**config.mk**
```make
export PLATFORM = sky130hd
export DESIGN_NAME = ieb_top
export DESIGN_NICKNAME = d
export VERILOG_FILES = /design/src/hdl/ieb_pkg.sv /design/src/hdl/ieb_axil.sv /design/src/hdl/ieb_gate.sv /design/src/hdl/ieb_top.sv
export SDC_FILE = /design/constraint.sdc
export NUM_CORES = 1
export LEC_CHECK = 0
export BUFFER_PORTS_ARGS = -buffer_cell sky130_fd_sc_hd__clkbuf_2
export CAP_MARGIN = 10
export CORE_MARGIN = 3
export CORE_UTILIZATION = 50
export CTS_CLUSTER_DIAMETER = 150
export DETAILED_ROUTE_END_ITERATION = 8
export PLACE_DENSITY = 0.79
export SYNTH_ARGS = -nofsm -noshare
export SYNTH_HDL_FRONTEND = slang
export SYNTH_HIERARCHICAL = 1
export SYNTH_SLANG_ARGS = --single-unit
```
**constraint.sdc**
```tcl
create_clock -name clk -period 2.1 [get_ports clk]
set_input_delay 0.42 -clock clk [delete_from_list [all_inputs] [get_ports clk]]
set_output_delay 0.42 -clock clk [all_outputs]
set_load 0.02 [all_outputs]
```
**src/hdl/ieb_pkg.sv**
```systemverilog
/*
  package for the interrupt enable bank: register map, bit positions,
  reset values and the packed carriers shared by the design files.
  assumes a 32-bit axi4-lite register bus and 16 peripheral sources.
*/
package ieb_pkg;

  localparam int IEB_NSRC = 16;
  localparam int IEB_AW = 4;

  // byte offsets on the register bus
  localparam logic [IEB_AW-1:0] IEB_OFS_ENABLE = 4'h0;
  localparam logic [IEB_AW-1:0] IEB_OFS_PENDING = 4'h4;

  // enable bit positions
  localparam int IEB_BIT_UART2_TX = 15;
  localparam int IEB_BIT_UART2_RX = 14;
  localparam int IEB_BIT_EXT2 = 13;
  localparam int IEB_BIT_TMR5 = 12;
  localparam int IEB_BIT_TMR4 = 11;
  localparam int IEB_BIT_OC4 = 10;
  localparam int IEB_BIT_OC3 = 9;
  localparam int IEB_BIT_DMA2 = 8;
  localparam int IEB_BIT_IC8 = 7;
  localparam int IEB_BIT_IC7 = 6;
  localparam int IEB_BIT_ADC2 = 5;
  localparam int IEB_BIT_EXT1 = 4;
  localparam int IEB_BIT_CHG = 3;
  localparam int IEB_BIT_UNUSED = 2;
  localparam int IEB_BIT_I2C1_M = 1;
  localparam int IEB_BIT_I2C1_S = 0;

  // implemented-bit mask and reset value
  localparam logic [15:0] IEB_IMPL_MASK = 16'hfffb;
  localparam logic [15:0] IEB_RESET_VAL = 16'h0000;

  // axi response codes
  localparam logic [1:0] IEB_RESP_OKAY = 2'h0;
  localparam logic [1:0] IEB_RESP_SLVERR = 2'h2;

  // one register write as seen by the bank
  typedef struct packed {
    logic        en;
    logic [15:0] data;
    logic [1:0]  strb;
  } ieb_wr_s;

endpackage

```
**src/hdl/ieb_axil.sv**
```systemverilog
/*
  axi4-lite slave front end: accepts one write and one read at a time,
  turns them into a register write strobe and a read index.
  assumes a single clock and a master that holds valid until ready.
*/
`timescale 1ns/1ps
`default_nettype none
module ieb_axil
  import ieb_pkg::*;
(
  input wire logic clk,
  input wire logic resetn,
  input wire logic [IEB_AW-1:0] s_axi_awaddr,
  input wire logic s_axi_awvalid,
  output logic s_axi_awready,
  input wire logic [31:0] s_axi_wdata,
  input wire logic [3:0] s_axi_wstrb,
  input wire logic s_axi_wvalid,
  output logic s_axi_wready,
  output logic [1:0] s_axi_bresp,
  output logic s_axi_bvalid,
  input wire logic s_axi_bready,
  input wire logic [IEB_AW-1:0] s_axi_araddr,
  input wire logic s_axi_arvalid,
  output logic s_axi_arready,
  output logic [31:0] s_axi_rdata,
  output logic [1:0] s_axi_rresp,
  output logic s_axi_rvalid,
  input wire logic s_axi_rready,
  output ieb_wr_s wr,
  output logic [IEB_AW-1:0] rd_addr,
  input wire logic [31:0] rd_data,
  input wire logic rd_ok
);
  logic aw_reg, aw_next;
  logic w_reg, w_next;
  logic [IEB_AW-1:0] awa_reg, awa_next;
  logic [31:0] wd_reg, wd_next;
  logic [3:0] ws_reg, ws_next;
  logic bv_reg, bv_next;
  logic [1:0] br_reg, br_next;
  logic rv_reg, rv_next;
  logic [31:0] rd_reg, rd_next;
  logic [1:0] rr_reg, rr_next;
  logic wr_ok;

  assign s_axi_awready = !aw_reg && !bv_reg;
  assign s_axi_wready = !w_reg && !bv_reg;
  assign s_axi_arready = !rv_reg;
  assign s_axi_bvalid = bv_reg;
  assign s_axi_bresp = br_reg;
  assign s_axi_rvalid = rv_reg;
  assign s_axi_rdata = rd_reg;
  assign s_axi_rresp = rr_reg;
  assign rd_addr = s_axi_araddr;
  assign wr_ok = (awa_reg == IEB_OFS_ENABLE);

  // write strobe fires once both address and data are held and the address is the enable register
  always_comb begin
    wr.en = aw_reg && w_reg && !bv_reg && wr_ok;
    wr.data = wd_reg[15:0];
    wr.strb = ws_reg[1:0];
  end

  // next state of both channels
  always_comb begin
    aw_next = aw_reg;
    w_next = w_reg;
    awa_next = awa_reg;
    wd_next = wd_reg;
    ws_next = ws_reg;
    bv_next = bv_reg;
    br_next = br_reg;
    rv_next = rv_reg;
    rd_next = rd_reg;
    rr_next = rr_reg;
    if (s_axi_awvalid && s_axi_awready) begin
      aw_next = 1'b1;
      awa_next = s_axi_awaddr;
    end
    if (s_axi_wvalid && s_axi_wready) begin
      w_next = 1'b1;
      wd_next = s_axi_wdata;
      ws_next = s_axi_wstrb;
    end
    if (aw_reg && w_reg && !bv_reg) begin
      bv_next = 1'b1;
      br_next = wr_ok ? IEB_RESP_OKAY : IEB_RESP_SLVERR;
      aw_next = 1'b0;
      w_next = 1'b0;
    end
    if (bv_reg && s_axi_bready) begin
      bv_next = 1'b0;
    end
    if (s_axi_arvalid && s_axi_arready) begin
      rv_next = 1'b1;
      rd_next = rd_ok ? rd_data : 32'h0000_0000;
      rr_next = rd_ok ? IEB_RESP_OKAY : IEB_RESP_SLVERR;
    end else if (rv_reg && s_axi_rready) begin
      rv_next = 1'b0;
    end
  end

  // channel registers
  always_ff @(posedge clk or negedge resetn) begin
    if (!resetn) begin
      aw_reg <= 1'b0;
      w_reg <= 1'b0;
      awa_reg <= '0;
      wd_reg <= 32'h0000_0000;
      ws_reg <= 4'h0;
      bv_reg <= 1'b0;
      br_reg <= IEB_RESP_OKAY;
      rv_reg <= 1'b0;
      rd_reg <= 32'h0000_0000;
      rr_reg <= IEB_RESP_OKAY;
    end else begin
      aw_reg <= aw_next;
      w_reg <= w_next;
      awa_reg <= awa_next;
      wd_reg <= wd_next;
      ws_reg <= ws_next;
      bv_reg <= bv_next;
      br_reg <= br_next;
      rv_reg <= rv_next;
      rd_reg <= rd_next;
      rr_reg <= rr_next;
    end
  end
endmodule
`default_nettype wire

```
**src/hdl/ieb_gate.sv**
```systemverilog
/*
  gate cell: passes one source request when its enable bit is set.
  assumes request levels synchronous to clk.
*/
`timescale 1ns/1ps
`default_nettype none
module ieb_gate (
  input wire logic req,
  input wire logic enable,
  output logic gated
);
  // and-gate the request with its enable
  assign gated = req & enable;
endmodule
`default_nettype wire

```
**src/hdl/ieb_top.sv**
```systemverilog
/*
  interrupt enable bank one: a 16-bit enable register that gates the
  requests of sixteen peripheral sources on their way to the priority
  logic, plus a read-only view of the raw requests.
  assumes source requests are levels synchronous to clk and that the
  priority logic samples the gated vector each cycle.
*/
// Summary of operation
// - enable one passes request, zero blocks it
// - bit 14 gates uart two receive
// - bit 13 gates external pin two
// - bits 12 and 11 gate timers five, four
// - bit 10 gates output compare four
// - bit 9 gates output compare three
// - bit 8 gates dma channel two done
// - bit 7 gates input capture eight
// - bit 6 gates input capture seven
// - bit 5 gates adc two done
// - bit 3 gates change notification
// - bit 2 reads zero, ignores writes
// - bit 1 gates i2c one master
// - bit 0 gates i2c one slave
`timescale 1ns/1ps
`default_nettype none
module ieb_top
  import ieb_pkg::*;
#(
  parameter int NSRC = IEB_NSRC
) (
  input wire logic clk,
  input wire logic resetn,
  input wire logic [IEB_AW-1:0] s_axi_awaddr,
  input wire logic s_axi_awvalid,
  output logic s_axi_awready,
  input wire logic [31:0] s_axi_wdata,
  input wire logic [3:0] s_axi_wstrb,
  input wire logic s_axi_wvalid,
  output logic s_axi_wready,
  output logic [1:0] s_axi_bresp,
  output logic s_axi_bvalid,
  input wire logic s_axi_bready,
  input wire logic [IEB_AW-1:0] s_axi_araddr,
  input wire logic s_axi_arvalid,
  output logic s_axi_arready,
  output logic [31:0] s_axi_rdata,
  output logic [1:0] s_axi_rresp,
  output logic s_axi_rvalid,
  input wire logic s_axi_rready,
  input wire logic [NSRC-1:0] src_req,
  output logic [NSRC-1:0] gated_req
);
  ieb_wr_s wr;
  logic [IEB_AW-1:0] rd_addr;
  logic [31:0] rd_data;
  logic rd_ok;
  logic [15:0] interrupt_enable_control_one_reg;
  logic [15:0] interrupt_enable_control_one_next;
  logic [NSRC-1:0] gated_comb;
  logic [NSRC-1:0] gated_reg;

  // named views of the enable fields
  logic uart_two_tx_irq_enable;
  logic uart_two_rx_irq_enable;
  logic ext_pin_two_irq_enable;
  logic timer_five_irq_enable;
  logic timer_four_irq_enable;
  logic out_compare_four_irq_enable;
  logic out_compare_three_irq_enable;
  logic dma_chan_two_done_irq_enable;
  logic in_capture_eight_irq_enable;
  logic in_capture_seven_irq_enable;
  logic adc_two_done_irq_enable;
  logic ext_pin_one_irq_enable;
  logic change_notify_irq_enable;
  logic i2c_one_master_irq_enable;
  logic i2c_one_slave_irq_enable;

  assign uart_two_tx_irq_enable =
    interrupt_enable_control_one_reg[IEB_BIT_UART2_TX];
  assign uart_two_rx_irq_enable =
    interrupt_enable_control_one_reg[IEB_BIT_UART2_RX];
  assign ext_pin_two_irq_enable =
    interrupt_enable_control_one_reg[IEB_BIT_EXT2];
  assign timer_five_irq_enable =
    interrupt_enable_control_one_reg[IEB_BIT_TMR5];
  assign timer_four_irq_enable =
    interrupt_enable_control_one_reg[IEB_BIT_TMR4];
  assign out_compare_four_irq_enable =
    interrupt_enable_control_one_reg[IEB_BIT_OC4];
  assign out_compare_three_irq_enable =
    interrupt_enable_control_one_reg[IEB_BIT_OC3];
  assign dma_chan_two_done_irq_enable =
    interrupt_enable_control_one_reg[IEB_BIT_DMA2];
  assign in_capture_eight_irq_enable =
    interrupt_enable_control_one_reg[IEB_BIT_IC8];
  assign in_capture_seven_irq_enable =
    interrupt_enable_control_one_reg[IEB_BIT_IC7];
  assign adc_two_done_irq_enable =
    interrupt_enable_control_one_reg[IEB_BIT_ADC2];
  assign ext_pin_one_irq_enable =
    interrupt_enable_control_one_reg[IEB_BIT_EXT1];
  assign change_notify_irq_enable =
    interrupt_enable_control_one_reg[IEB_BIT_CHG];
  assign i2c_one_master_irq_enable =
    interrupt_enable_control_one_reg[IEB_BIT_I2C1_M];
  assign i2c_one_slave_irq_enable =
    interrupt_enable_control_one_reg[IEB_BIT_I2C1_S];

  // bus front end
  ieb_axil u_axil (
    .clk(clk),
    .resetn(resetn),
    .s_axi_awaddr(s_axi_awaddr),
    .s_axi_awvalid(s_axi_awvalid),
    .s_axi_awready(s_axi_awready),
    .s_axi_wdata(s_axi_wdata),
    .s_axi_wstrb(s_axi_wstrb),
    .s_axi_wvalid(s_axi_wvalid),
    .s_axi_wready(s_axi_wready),
    .s_axi_bresp(s_axi_bresp),
    .s_axi_bvalid(s_axi_bvalid),
    .s_axi_bready(s_axi_bready),
    .s_axi_araddr(s_axi_araddr),
    .s_axi_arvalid(s_axi_arvalid),
    .s_axi_arready(s_axi_arready),
    .s_axi_rdata(s_axi_rdata),
    .s_axi_rresp(s_axi_rresp),
    .s_axi_rvalid(s_axi_rvalid),
    .s_axi_rready(s_axi_rready),
    .wr(wr),
    .rd_addr(rd_addr),
    .rd_data(rd_data),
    .rd_ok(rd_ok)
  );

  // byte-lane write, unimplemented bit forced to zero
  always_comb begin
    interrupt_enable_control_one_next = interrupt_enable_control_one_reg;
    if (wr.en) begin
      if (wr.strb[0]) begin
        interrupt_enable_control_one_next[7:0] = wr.data[7:0];
      end
      if (wr.strb[1]) begin
        interrupt_enable_control_one_next[15:8] = wr.data[15:8];
      end
    end
    interrupt_enable_control_one_next =
      interrupt_enable_control_one_next & IEB_IMPL_MASK;
  end

  // enable register, masked after reset
  always_ff @(posedge clk or negedge resetn) begin
    if (!resetn) begin
      interrupt_enable_control_one_reg <= IEB_RESET_VAL;
    end else begin
      interrupt_enable_control_one_reg <= interrupt_enable_control_one_next;
    end
  end

  // read mux: enable register and raw request view
  always_comb begin
    rd_data = 32'h0000_0000;
    rd_ok = 1'b1;
    case (rd_addr)
      IEB_OFS_ENABLE: rd_data[15:0] = interrupt_enable_control_one_reg;
      IEB_OFS_PENDING: rd_data[NSRC-1:0] = src_req;
      default: rd_ok = 1'b0;
    endcase
  end

  // one gate cell per source
  for (genvar i = 0; i < NSRC; i++) begin : g_gate
    ieb_gate u_gate (
      .req(src_req[i]),
      .enable(interrupt_enable_control_one_reg[i]),
      .gated(gated_comb[i])
    );
  end

  // registered gated vector toward priority logic
  always_ff @(posedge clk or negedge resetn) begin
    if (!resetn) begin
      gated_reg <= '0;
    end else begin
      gated_reg <= gated_comb;
    end
  end
  assign gated_req = gated_reg;

  // gated output follows request and enable one cycle later
  gate_follow_a: assert property (@(posedge clk)
    disable iff (!resetn)
    ##1 gated_req == $past(src_req & interrupt_enable_control_one_reg))
    else $error("gated request mismatch");
  uart_rx_gate_a: assert property (@(posedge clk)
    disable iff (!resetn)
    !uart_two_rx_irq_enable |=> !gated_req[IEB_BIT_UART2_RX])
    else $error("uart rx not blocked");
  ext_two_gate_a: assert property (@(posedge clk)
    disable iff (!resetn)
    ext_pin_two_irq_enable && src_req[IEB_BIT_EXT2]
    |=> gated_req[IEB_BIT_EXT2])
    else $error("pin two not passed");
  timer_gate_a: assert property (@(posedge clk)
    disable iff (!resetn)
    !timer_five_irq_enable && !timer_four_irq_enable
    |=> !gated_req[IEB_BIT_TMR5] && !gated_req[IEB_BIT_TMR4])
    else $error("timer request leaked");
  oc4_gate_a: assert property (@(posedge clk)
    disable iff (!resetn)
    out_compare_four_irq_enable && src_req[IEB_BIT_OC4]
    |=> gated_req[IEB_BIT_OC4])
    else $error("oc four not passed");
  dma_gate_a: assert property (@(posedge clk)
    disable iff (!resetn)
    !dma_chan_two_done_irq_enable |=> !gated_req[IEB_BIT_DMA2])
    else $error("dma request leaked");
  unused_bit_a: assert property (@(posedge clk)
    disable iff (!resetn)
    !interrupt_enable_control_one_reg[IEB_BIT_UNUSED]
    && !gated_req[IEB_BIT_UNUSED])
    else $error("unimplemented bit set");
  write_lands_a: assert property (@(posedge clk)
    disable iff (!resetn)
    wr.en && (&wr.strb)
    |=> interrupt_enable_control_one_reg == ($past(wr.data) & IEB_IMPL_MASK))
    else $error("enable write lost");
  reset_clear_a: assert property (@(posedge clk)
    $rose(resetn) |-> interrupt_enable_control_one_reg == IEB_RESET_VAL)
    else $error("enables not cleared");

  // a clear enable keeps its source away from the priority logic
  uart_tx_block_a: assert property (@(posedge clk)
    disable iff (!resetn)
    !uart_two_tx_irq_enable |=> !gated_req[IEB_BIT_UART2_TX])
    else $error("uart tx not blocked");
  ext_one_block_a: assert property (@(posedge clk)
    disable iff (!resetn)
    !ext_pin_one_irq_enable |=> !gated_req[IEB_BIT_EXT1])
    else $error("pin one not blocked");
  oc3_block_a: assert property (@(posedge clk)
    disable iff (!resetn)
    !out_compare_three_irq_enable |=> !gated_req[IEB_BIT_OC3])
    else $error("oc three not blocked");
  ic8_block_a: assert property (@(posedge clk)
    disable iff (!resetn)
    !in_capture_eight_irq_enable |=> !gated_req[IEB_BIT_IC8])
    else $error("capture eight not blocked");
  ic7_block_a: assert property (@(posedge clk)
    disable iff (!resetn)
    !in_capture_seven_irq_enable |=> !gated_req[IEB_BIT_IC7])
    else $error("capture seven not blocked");
  adc_block_a: assert property (@(posedge clk)
    disable iff (!resetn)
    !adc_two_done_irq_enable |=> !gated_req[IEB_BIT_ADC2])
    else $error("adc two not blocked");
  chg_block_a: assert property (@(posedge clk)
    disable iff (!resetn)
    !change_notify_irq_enable |=> !gated_req[IEB_BIT_CHG])
    else $error("change notify not blocked");
  i2c_master_block_a: assert property (@(posedge clk)
    disable iff (!resetn)
    !i2c_one_master_irq_enable |=> !gated_req[IEB_BIT_I2C1_M])
    else $error("i2c master not blocked");
  i2c_slave_block_a: assert property (@(posedge clk)
    disable iff (!resetn)
    !i2c_one_slave_irq_enable |=> !gated_req[IEB_BIT_I2C1_S])
    else $error("i2c slave not blocked");

  // a set enable lets a raised request through on the next edge
  uart_tx_pass_a: assert property (@(posedge clk)
    disable iff (!resetn)
    uart_two_tx_irq_enable && src_req[IEB_BIT_UART2_TX]
    |=> gated_req[IEB_BIT_UART2_TX])
    else $error("uart tx not passed");
  ext_one_pass_a: assert property (@(posedge clk)
    disable iff (!resetn)
    ext_pin_one_irq_enable && src_req[IEB_BIT_EXT1]
    |=> gated_req[IEB_BIT_EXT1])
    else $error("pin one not passed");
  uart_rx_pass_a: assert property (@(posedge clk)
    disable iff (!resetn)
    uart_two_rx_irq_enable && src_req[IEB_BIT_UART2_RX]
    |=> gated_req[IEB_BIT_UART2_RX])
    else $error("uart rx not passed");
  oc3_pass_a: assert property (@(posedge clk)
    disable iff (!resetn)
    out_compare_three_irq_enable && src_req[IEB_BIT_OC3]
    |=> gated_req[IEB_BIT_OC3])
    else $error("oc three not passed");
  ic8_pass_a: assert property (@(posedge clk)
    disable iff (!resetn)
    in_capture_eight_irq_enable && src_req[IEB_BIT_IC8]
    |=> gated_req[IEB_BIT_IC8])
    else $error("capture eight not passed");
  ic7_pass_a: assert property (@(posedge clk)
    disable iff (!resetn)
    in_capture_seven_irq_enable && src_req[IEB_BIT_IC7]
    |=> gated_req[IEB_BIT_IC7])
    else $error("capture seven not passed");
  adc_pass_a: assert property (@(posedge clk)
    disable iff (!resetn)
    adc_two_done_irq_enable && src_req[IEB_BIT_ADC2]
    |=> gated_req[IEB_BIT_ADC2])
    else $error("adc two not passed");
  chg_pass_a: assert property (@(posedge clk)
    disable iff (!resetn)
    change_notify_irq_enable && src_req[IEB_BIT_CHG]
    |=> gated_req[IEB_BIT_CHG])
    else $error("change notify not passed");
  i2c_master_pass_a: assert property (@(posedge clk)
    disable iff (!resetn)
    i2c_one_master_irq_enable && src_req[IEB_BIT_I2C1_M]
    |=> gated_req[IEB_BIT_I2C1_M])
    else $error("i2c master not passed");
  i2c_slave_pass_a: assert property (@(posedge clk)
    disable iff (!resetn)
    i2c_one_slave_irq_enable && src_req[IEB_BIT_I2C1_S]
    |=> gated_req[IEB_BIT_I2C1_S])
    else $error("i2c slave not passed");
endmodule
`default_nettype wire

```
==> results of run 1 <==
==> metrics by stage <==
stage / instances / utilization, %
floorplan: 331 / -
global placement: 518 / 60.9
detailed placement: 518 / 60.9
CTS: 532 / 63.3
global route: 532 / 63.3
finish: 532 / 63.3
==> worst max-delay path: cells and delay by family, from the launching register on <==
family           cells  cell delay [ns]
flip-flops           1             0.37
multiplexers         1             0.35
AND/OR/NAND/NOR      3             0.93
==> area by class of cell <==
cell class	count	area, um^2	share of cell area (%)
repair buffers	108	583	12.6
multi-input cells	185	1370	29.6
flip-flops and latches	90	2250	48.5
inverters	36	135	2.91
clock buffers	11	131	2.83
clock inverters	3	42.5	0.916
well taps	99	124	2.67
==> how the worst max path moves through the flow <==
stage / endpoint / start / depth (start not counted) / slack (ns)
after floorplan: u_axil/s_axi_rdata[0] / s_axi_araddr[3] / 8 / 0.32
after global placement: interrupt_enable_control_one_reg[13] / u_axil/awa_reg[1] / 4 / 0.35
after detailed placement: interrupt_enable_control_one_reg[9] / u_axil/awa_reg[1] / 4 / 0.33
after CTS: interrupt_enable_control_one_reg[8] / u_axil/awa_reg[1] / 4 / 0.33
after global routing: interrupt_enable_control_one_reg[8] / u_axil/awa_reg[1] / 4 / 0.21
final: interrupt_enable_control_one_reg[8] / u_axil/awa_reg[1] / 4 / 0.33
==> power groups by stage <==
stage | clock [mW] | combinational (mW) | sequential [mW]
final | 1.10 | 1.12 | 2.43
after global routing | 1.19 | 1.23 | 2.49
after CTS | 1.13 | 1.15 | 2.44
after detailed placement | 0 | 1.15 | 2.47
after global placement | 0 | 1.10 | 2.44
after floorplan | 0 | 0.721 | 2.51
==> cells in the final DEF, fill, tap and decap left out, types with 2 or more instances in the layout <==
cell type / count
clkbuf_8: 9
and2_1: 16
buf_12: 2
buf_4: 5
nor2_1: 17
clkbuf_1: 2
mux2i_1: 48
mux2_2: 37
clkbuf_2: 101
inv_1: 35
conb_1: 19
nand2_1: 34
dfrtp_1: 90
==> metal layers <==
layer  track usage (%)  routed length (um)  up-vias
li1                  -                   -     1208
met1              21.3                3190     1150
met2              28.4                3430       67
met3              4.91                 475        6
met4              6.84                  83        0
met5                 0                   0        -
==> metrics.cfg, run 1 <==
[layout]
finalInstanceArea_mm2=0.00464
layout-drive-gt1-share_pct=37.4
n_fill_cell=601
largest_reg_flops=32
area_growth_pct=21.4
antenna-diode-count=0
fin_nets=497

[run_status]
status=finished clean

[global_routing]
grt_pass1_wl_um=11800
grt-ovfl-total=0
grt_antenna_before_repair=0
grt_usage_pct=17.2
grt_max_degree=43
grt_pass1_vias=2542

[timing]
clock_skew_ns=0.0108
final_hold_viol_count=0
slew_headroom_pct=64.3
clock.fmax_ghz=0.565
setup_viol=0
rsz0062_at_grt=false
fin_ws_ns=0.330
tightest_slew_ns=0.534
timing.hold.ws_ns=0.00358
final_max_slew_viol_count=0
fin_crit_sh_pct=84.3
fin_crit_ns=1.77
fin_tns_setup_ns=0

[critical_path]
cp_cell_sequence=or4_1 > nor2_1 > nand2_1 > mux2_2
cpMaxStageDelayCell=or4_1
arrival_ns=2.00
r2r-end=interrupt_enable_control_one_reg[8]
end_kind=register
regToRegSetupSlack_ns=0.33
critPathLaunchType=register
crit_fanout=8
critPathRequiredTime_ns=2.33
max_stage_delay_ns=0.55
ff2ff_path_depth=4
worstSetupPathType=register to register
r2r-start=u_axil/awa_reg[1]

[logic_synthesis]
syn-instance-count=314
synthesis.area_mm2=0.00382
yosys_warnings=6
syn_avg_cell_area_um2=12.2

[routing]
ant_nets=0
routed_wl_um=7180
drt_iter0_markers=60
via_per_inst=4.57
dr_total_vias=2431
wl_per_cell_um=13.5
drcViolationCount=0
dr.pass1.iters=4

[pwr]
powerDensity_mw_per_mm2=1000
switching_share_pct=29.2
power.leakage_nw=2.38
seq_power_share_pct=52.2
power_frac_comb_pct=24.2
total_power_mw=4.65
p_int_mw=3.29
vdd_ir_drop_max_mv=0.820
switchingPower_mw=1.36
p_clk_share_pct=23.6

[placement]
detailed_place_hpwl_um=5380
place_ws_ns=0.326
io_buffers=102
gp_congestion=0.801
placed_area_mm2=0.00447

[floorplanning]
rows=31
die_y_um=93.4
die_w_um=93.4
initial_core_util_pct=52.1
ios=124
core_area_mm2=0.00733
die_area_mm2=0.00873

[cts]
clock_path_buffers=2
root_buffer=clkbuf_8
htreeDepth=3
worstSkewPairLatency_ns=0.34
cts_tree=yes
clk_pin_slew_ns=0.09
cts_buffers=9
cts_setup_buffers=0
hold_buffers=0
clock_sinks=90
cts_resized=0

[min_path]
hold_path_class=primary input to async pin

[flow_run]
drv_cap=0

Note: power is estimated with default switching activity, not from simulation.
==> inputs of run 2 (changes only) <==
- CORE_UTILIZATION: 50 -> 46
- PLACE_DENSITY: 0.79 -> 0.76
- clock period: 2.1 -> 1.6 ns (I/O delays scaled with it)
==> metrics.cfg, run 2 (synthesis gave the netlist of run 1 again) <==
[critical_path]
cp_cell_sequence=or4_4 > nor2_4 > nand2_4 > mux2_2
end_kind=register
worstSetupPathType=register to register
arrival_ns=1.84  ; -0.16 ns
critPathLaunchType=register
critPathRequiredTime_ns=1.84  ; -0.49 ns
regToRegSetupSlack_ns=-0.003  ; -0.33 ns
r2r-start=u_axil/awa_reg[0]
crit_fanout=8  ; unchanged
max_stage_delay_ns=0.54  ; about the same
cpMaxStageDelayCell=or4_4
ff2ff_path_depth=4  ; unchanged
r2r-end=interrupt_enable_control_one_reg[11]

[flow_run]
drv_cap=0  ; unchanged

[cts]
htreeDepth=3  ; unchanged
root_buffer=clkbuf_8
cts_setup_buffers=0  ; unchanged
hold_buffers=0  ; unchanged
clk_pin_slew_ns=0.09  ; about the same
cts_buffers=9  ; unchanged
clock_path_buffers=2  ; unchanged
worstSkewPairLatency_ns=0.35  ; about the same
cts_tree=yes
clock_sinks=90  ; unchanged

[timing]
fin_tns_setup_ns=-0.00654  ; -0.00654 ns
final_max_slew_viol_count=0  ; unchanged
setup_viol=5  ; +5
clock.fmax_ghz=0.624  ; +10%
final_hold_viol_count=1  ; +1
fin_ws_ns=-0.00295  ; -0.333 ns
timing.hold.ws_ns=-0.00352  ; -0.00710 ns
rsz0062_at_grt=true
clock_skew_ns=0.00932  ; -0.00152 ns
fin_crit_sh_pct=100  ; +16 points
fin_crit_ns=1.60  ; -0.167 ns

[run_status]
violations=negative hold slack, negative setup slack
status=finished, violations left

[routing]
wl_per_cell_um=13.5  ; +0.43%
routed_wl_um=7340  ; +2.3%
dr.pass1.iters=4  ; unchanged
via_per_inst=4.55  ; -0.43%
drt_iter0_markers=70  ; +17%
drcViolationCount=0  ; unchanged
ant_nets=0  ; unchanged
dr_total_vias=2466  ; +1.4%

[layout]
layout-drive-gt1-share_pct=39.8  ; +2.4 points
stdcell_count=542  ; +1.9%
area_growth_pct=25.0
final_common_cell=clkbuf_2
antenna-diode-count=0  ; unchanged
final_util_pct=60.6  ; -2.7 points
largest_reg_flops=32  ; unchanged
fin_nets=502  ; +1.0%
layout_common_cells=clkbuf_2 (101), dfrtp_1 (90), mux2i_1 (48)

[pwr]
vdd_ir_drop_max_mv=0.789  ; -3.8%
total_power_mw=6.46  ; +39%
powerDensity_mw_per_mm2=1350  ; +35%
p_int_mw=4.57  ; +39%
switching_share_pct=29.3  ; +0.10 points
power.leakage_nw=2.45  ; +3.0%
p_clk_share_pct=25.9  ; +2.3 points
switchingPower_mw=1.90  ; +39%
power_frac_comb_pct=24.7  ; +0.5 points
seq_power_share_pct=49.4  ; -2.8 points

[placement]
gp_congestion=0.788  ; -1.7%
detailed_place_hpwl_um=5430  ; +0.88%
place_inst=526  ; +1.5%
io_buffers=102  ; unchanged

[global_routing]
grt_pass1_vias=2616  ; +2.9%
grt_max_degree=91  ; +110%
grt_usage_pct=16.7  ; -0.52 points
grt_pass1_wl_um=12700  ; +7.9%
grt_antenna_before_repair=0  ; unchanged
grt-ovfl-total=0  ; unchanged

[floorplanning]
initial_core_util_pct=48.5  ; -3.7 points
rows=32  ; +3.2%
die_area_mm2=0.00944  ; +8.1%
die_w_um=97.2  ; +4.0%
core_area_mm2=0.00789  ; +7.6%
ios=124  ; unchanged
die_y_um=97.2  ; +4.0%

[min_path]
hold_path_class=primary input to async pin

==> run 2: cell count changes in the layout (fill, tap and decap cells not counted), sizes merged <==
cell / previous run / this run
clkinv: 1 / 3
buf: 7 / 12
clkbuf: 112 / 110
clkinvlp: 1 / 2
bufinv: 1 / 2
==> run 2: cell type report <==
type	instances	area, um^2
Clock buffer	9	124
Clock inverter	7	93.8
Fill cell	645	3110
Inverter	36	135
Multi-Input combinational cell	185	1400
Sequential cell	90	2250
Tap cell	102	128
Timing Repair Buffer	113	646
==> run 2: power groups by stage <==
stage | Sequential, mW | Combinational [mW] | Clock [mW]
6_report | 3.19 | 1.60 | 1.67
3_5_place_dp | 3.23 | 1.60 | 0
2_1_floorplan | 3.30 | 0.947 | 0
5_1_grt | 3.27 | 1.76 | 1.80
3_3_place_gp | 3.19 | 1.54 | 0
4_1_cts | 3.20 | 1.63 | 1.72
==> run 2: through the flow <==
stage,setup WS [ns],cell area (um^2)
global route,-0.0592,4780
CTS,-0.0110,4780
floorplan,-0.0828,3890
detailed placement,-0.179,4530
finish,-0.00295,4780
global placement,-0.145,4530
==> run 2: layer usage <==
metal | vias to the layer above | wire length, um | global-route usage [%]
met3 | 10 | 516 | 5.53
met4 | 0 | 75 | 4.54
li1 | 1215 | - | -
met2 | 68 | 3520 | 26.0
met5 | - | 0 | 0
met1 | 1173 | 3230 | 22.5
==> run 2: how the worst max path moves through the flow <==
stage / endpoint / from / slack [ns] / cells after the start
global route: interrupt_enable_control_one_reg[11] / u_axil/awa_reg[0] / -0.06 / 4
CTS: interrupt_enable_control_one_reg[10] / u_axil/awa_reg[1] / -0.01 / 4
finish: interrupt_enable_control_one_reg[11] / u_axil/awa_reg[0] / -0.003 / 4
detailed placement: interrupt_enable_control_one_reg[14] / u_axil/awa_reg[0] / -0.18 / 4
floorplan: u_axil/s_axi_rdata[0] / s_axi_araddr[3] / -0.08 / 8
global placement: interrupt_enable_control_one_reg[14] / u_axil/awa_reg[1] / -0.15 / 4
==> run 2: repair_timing <==
action	CTS	global route
pin swaps	1	1
endpoints found under the setup margin	15	15
endpoints found under the hold margin	0	0
resized for setup	7	0
==> run 2: critical path, delay by kind of cell (launching register included) <==
kind             cells  cell delay [ns]
DFF                  1             0.40
muxes                1             0.28
and+or+nand+nor      3             0.81
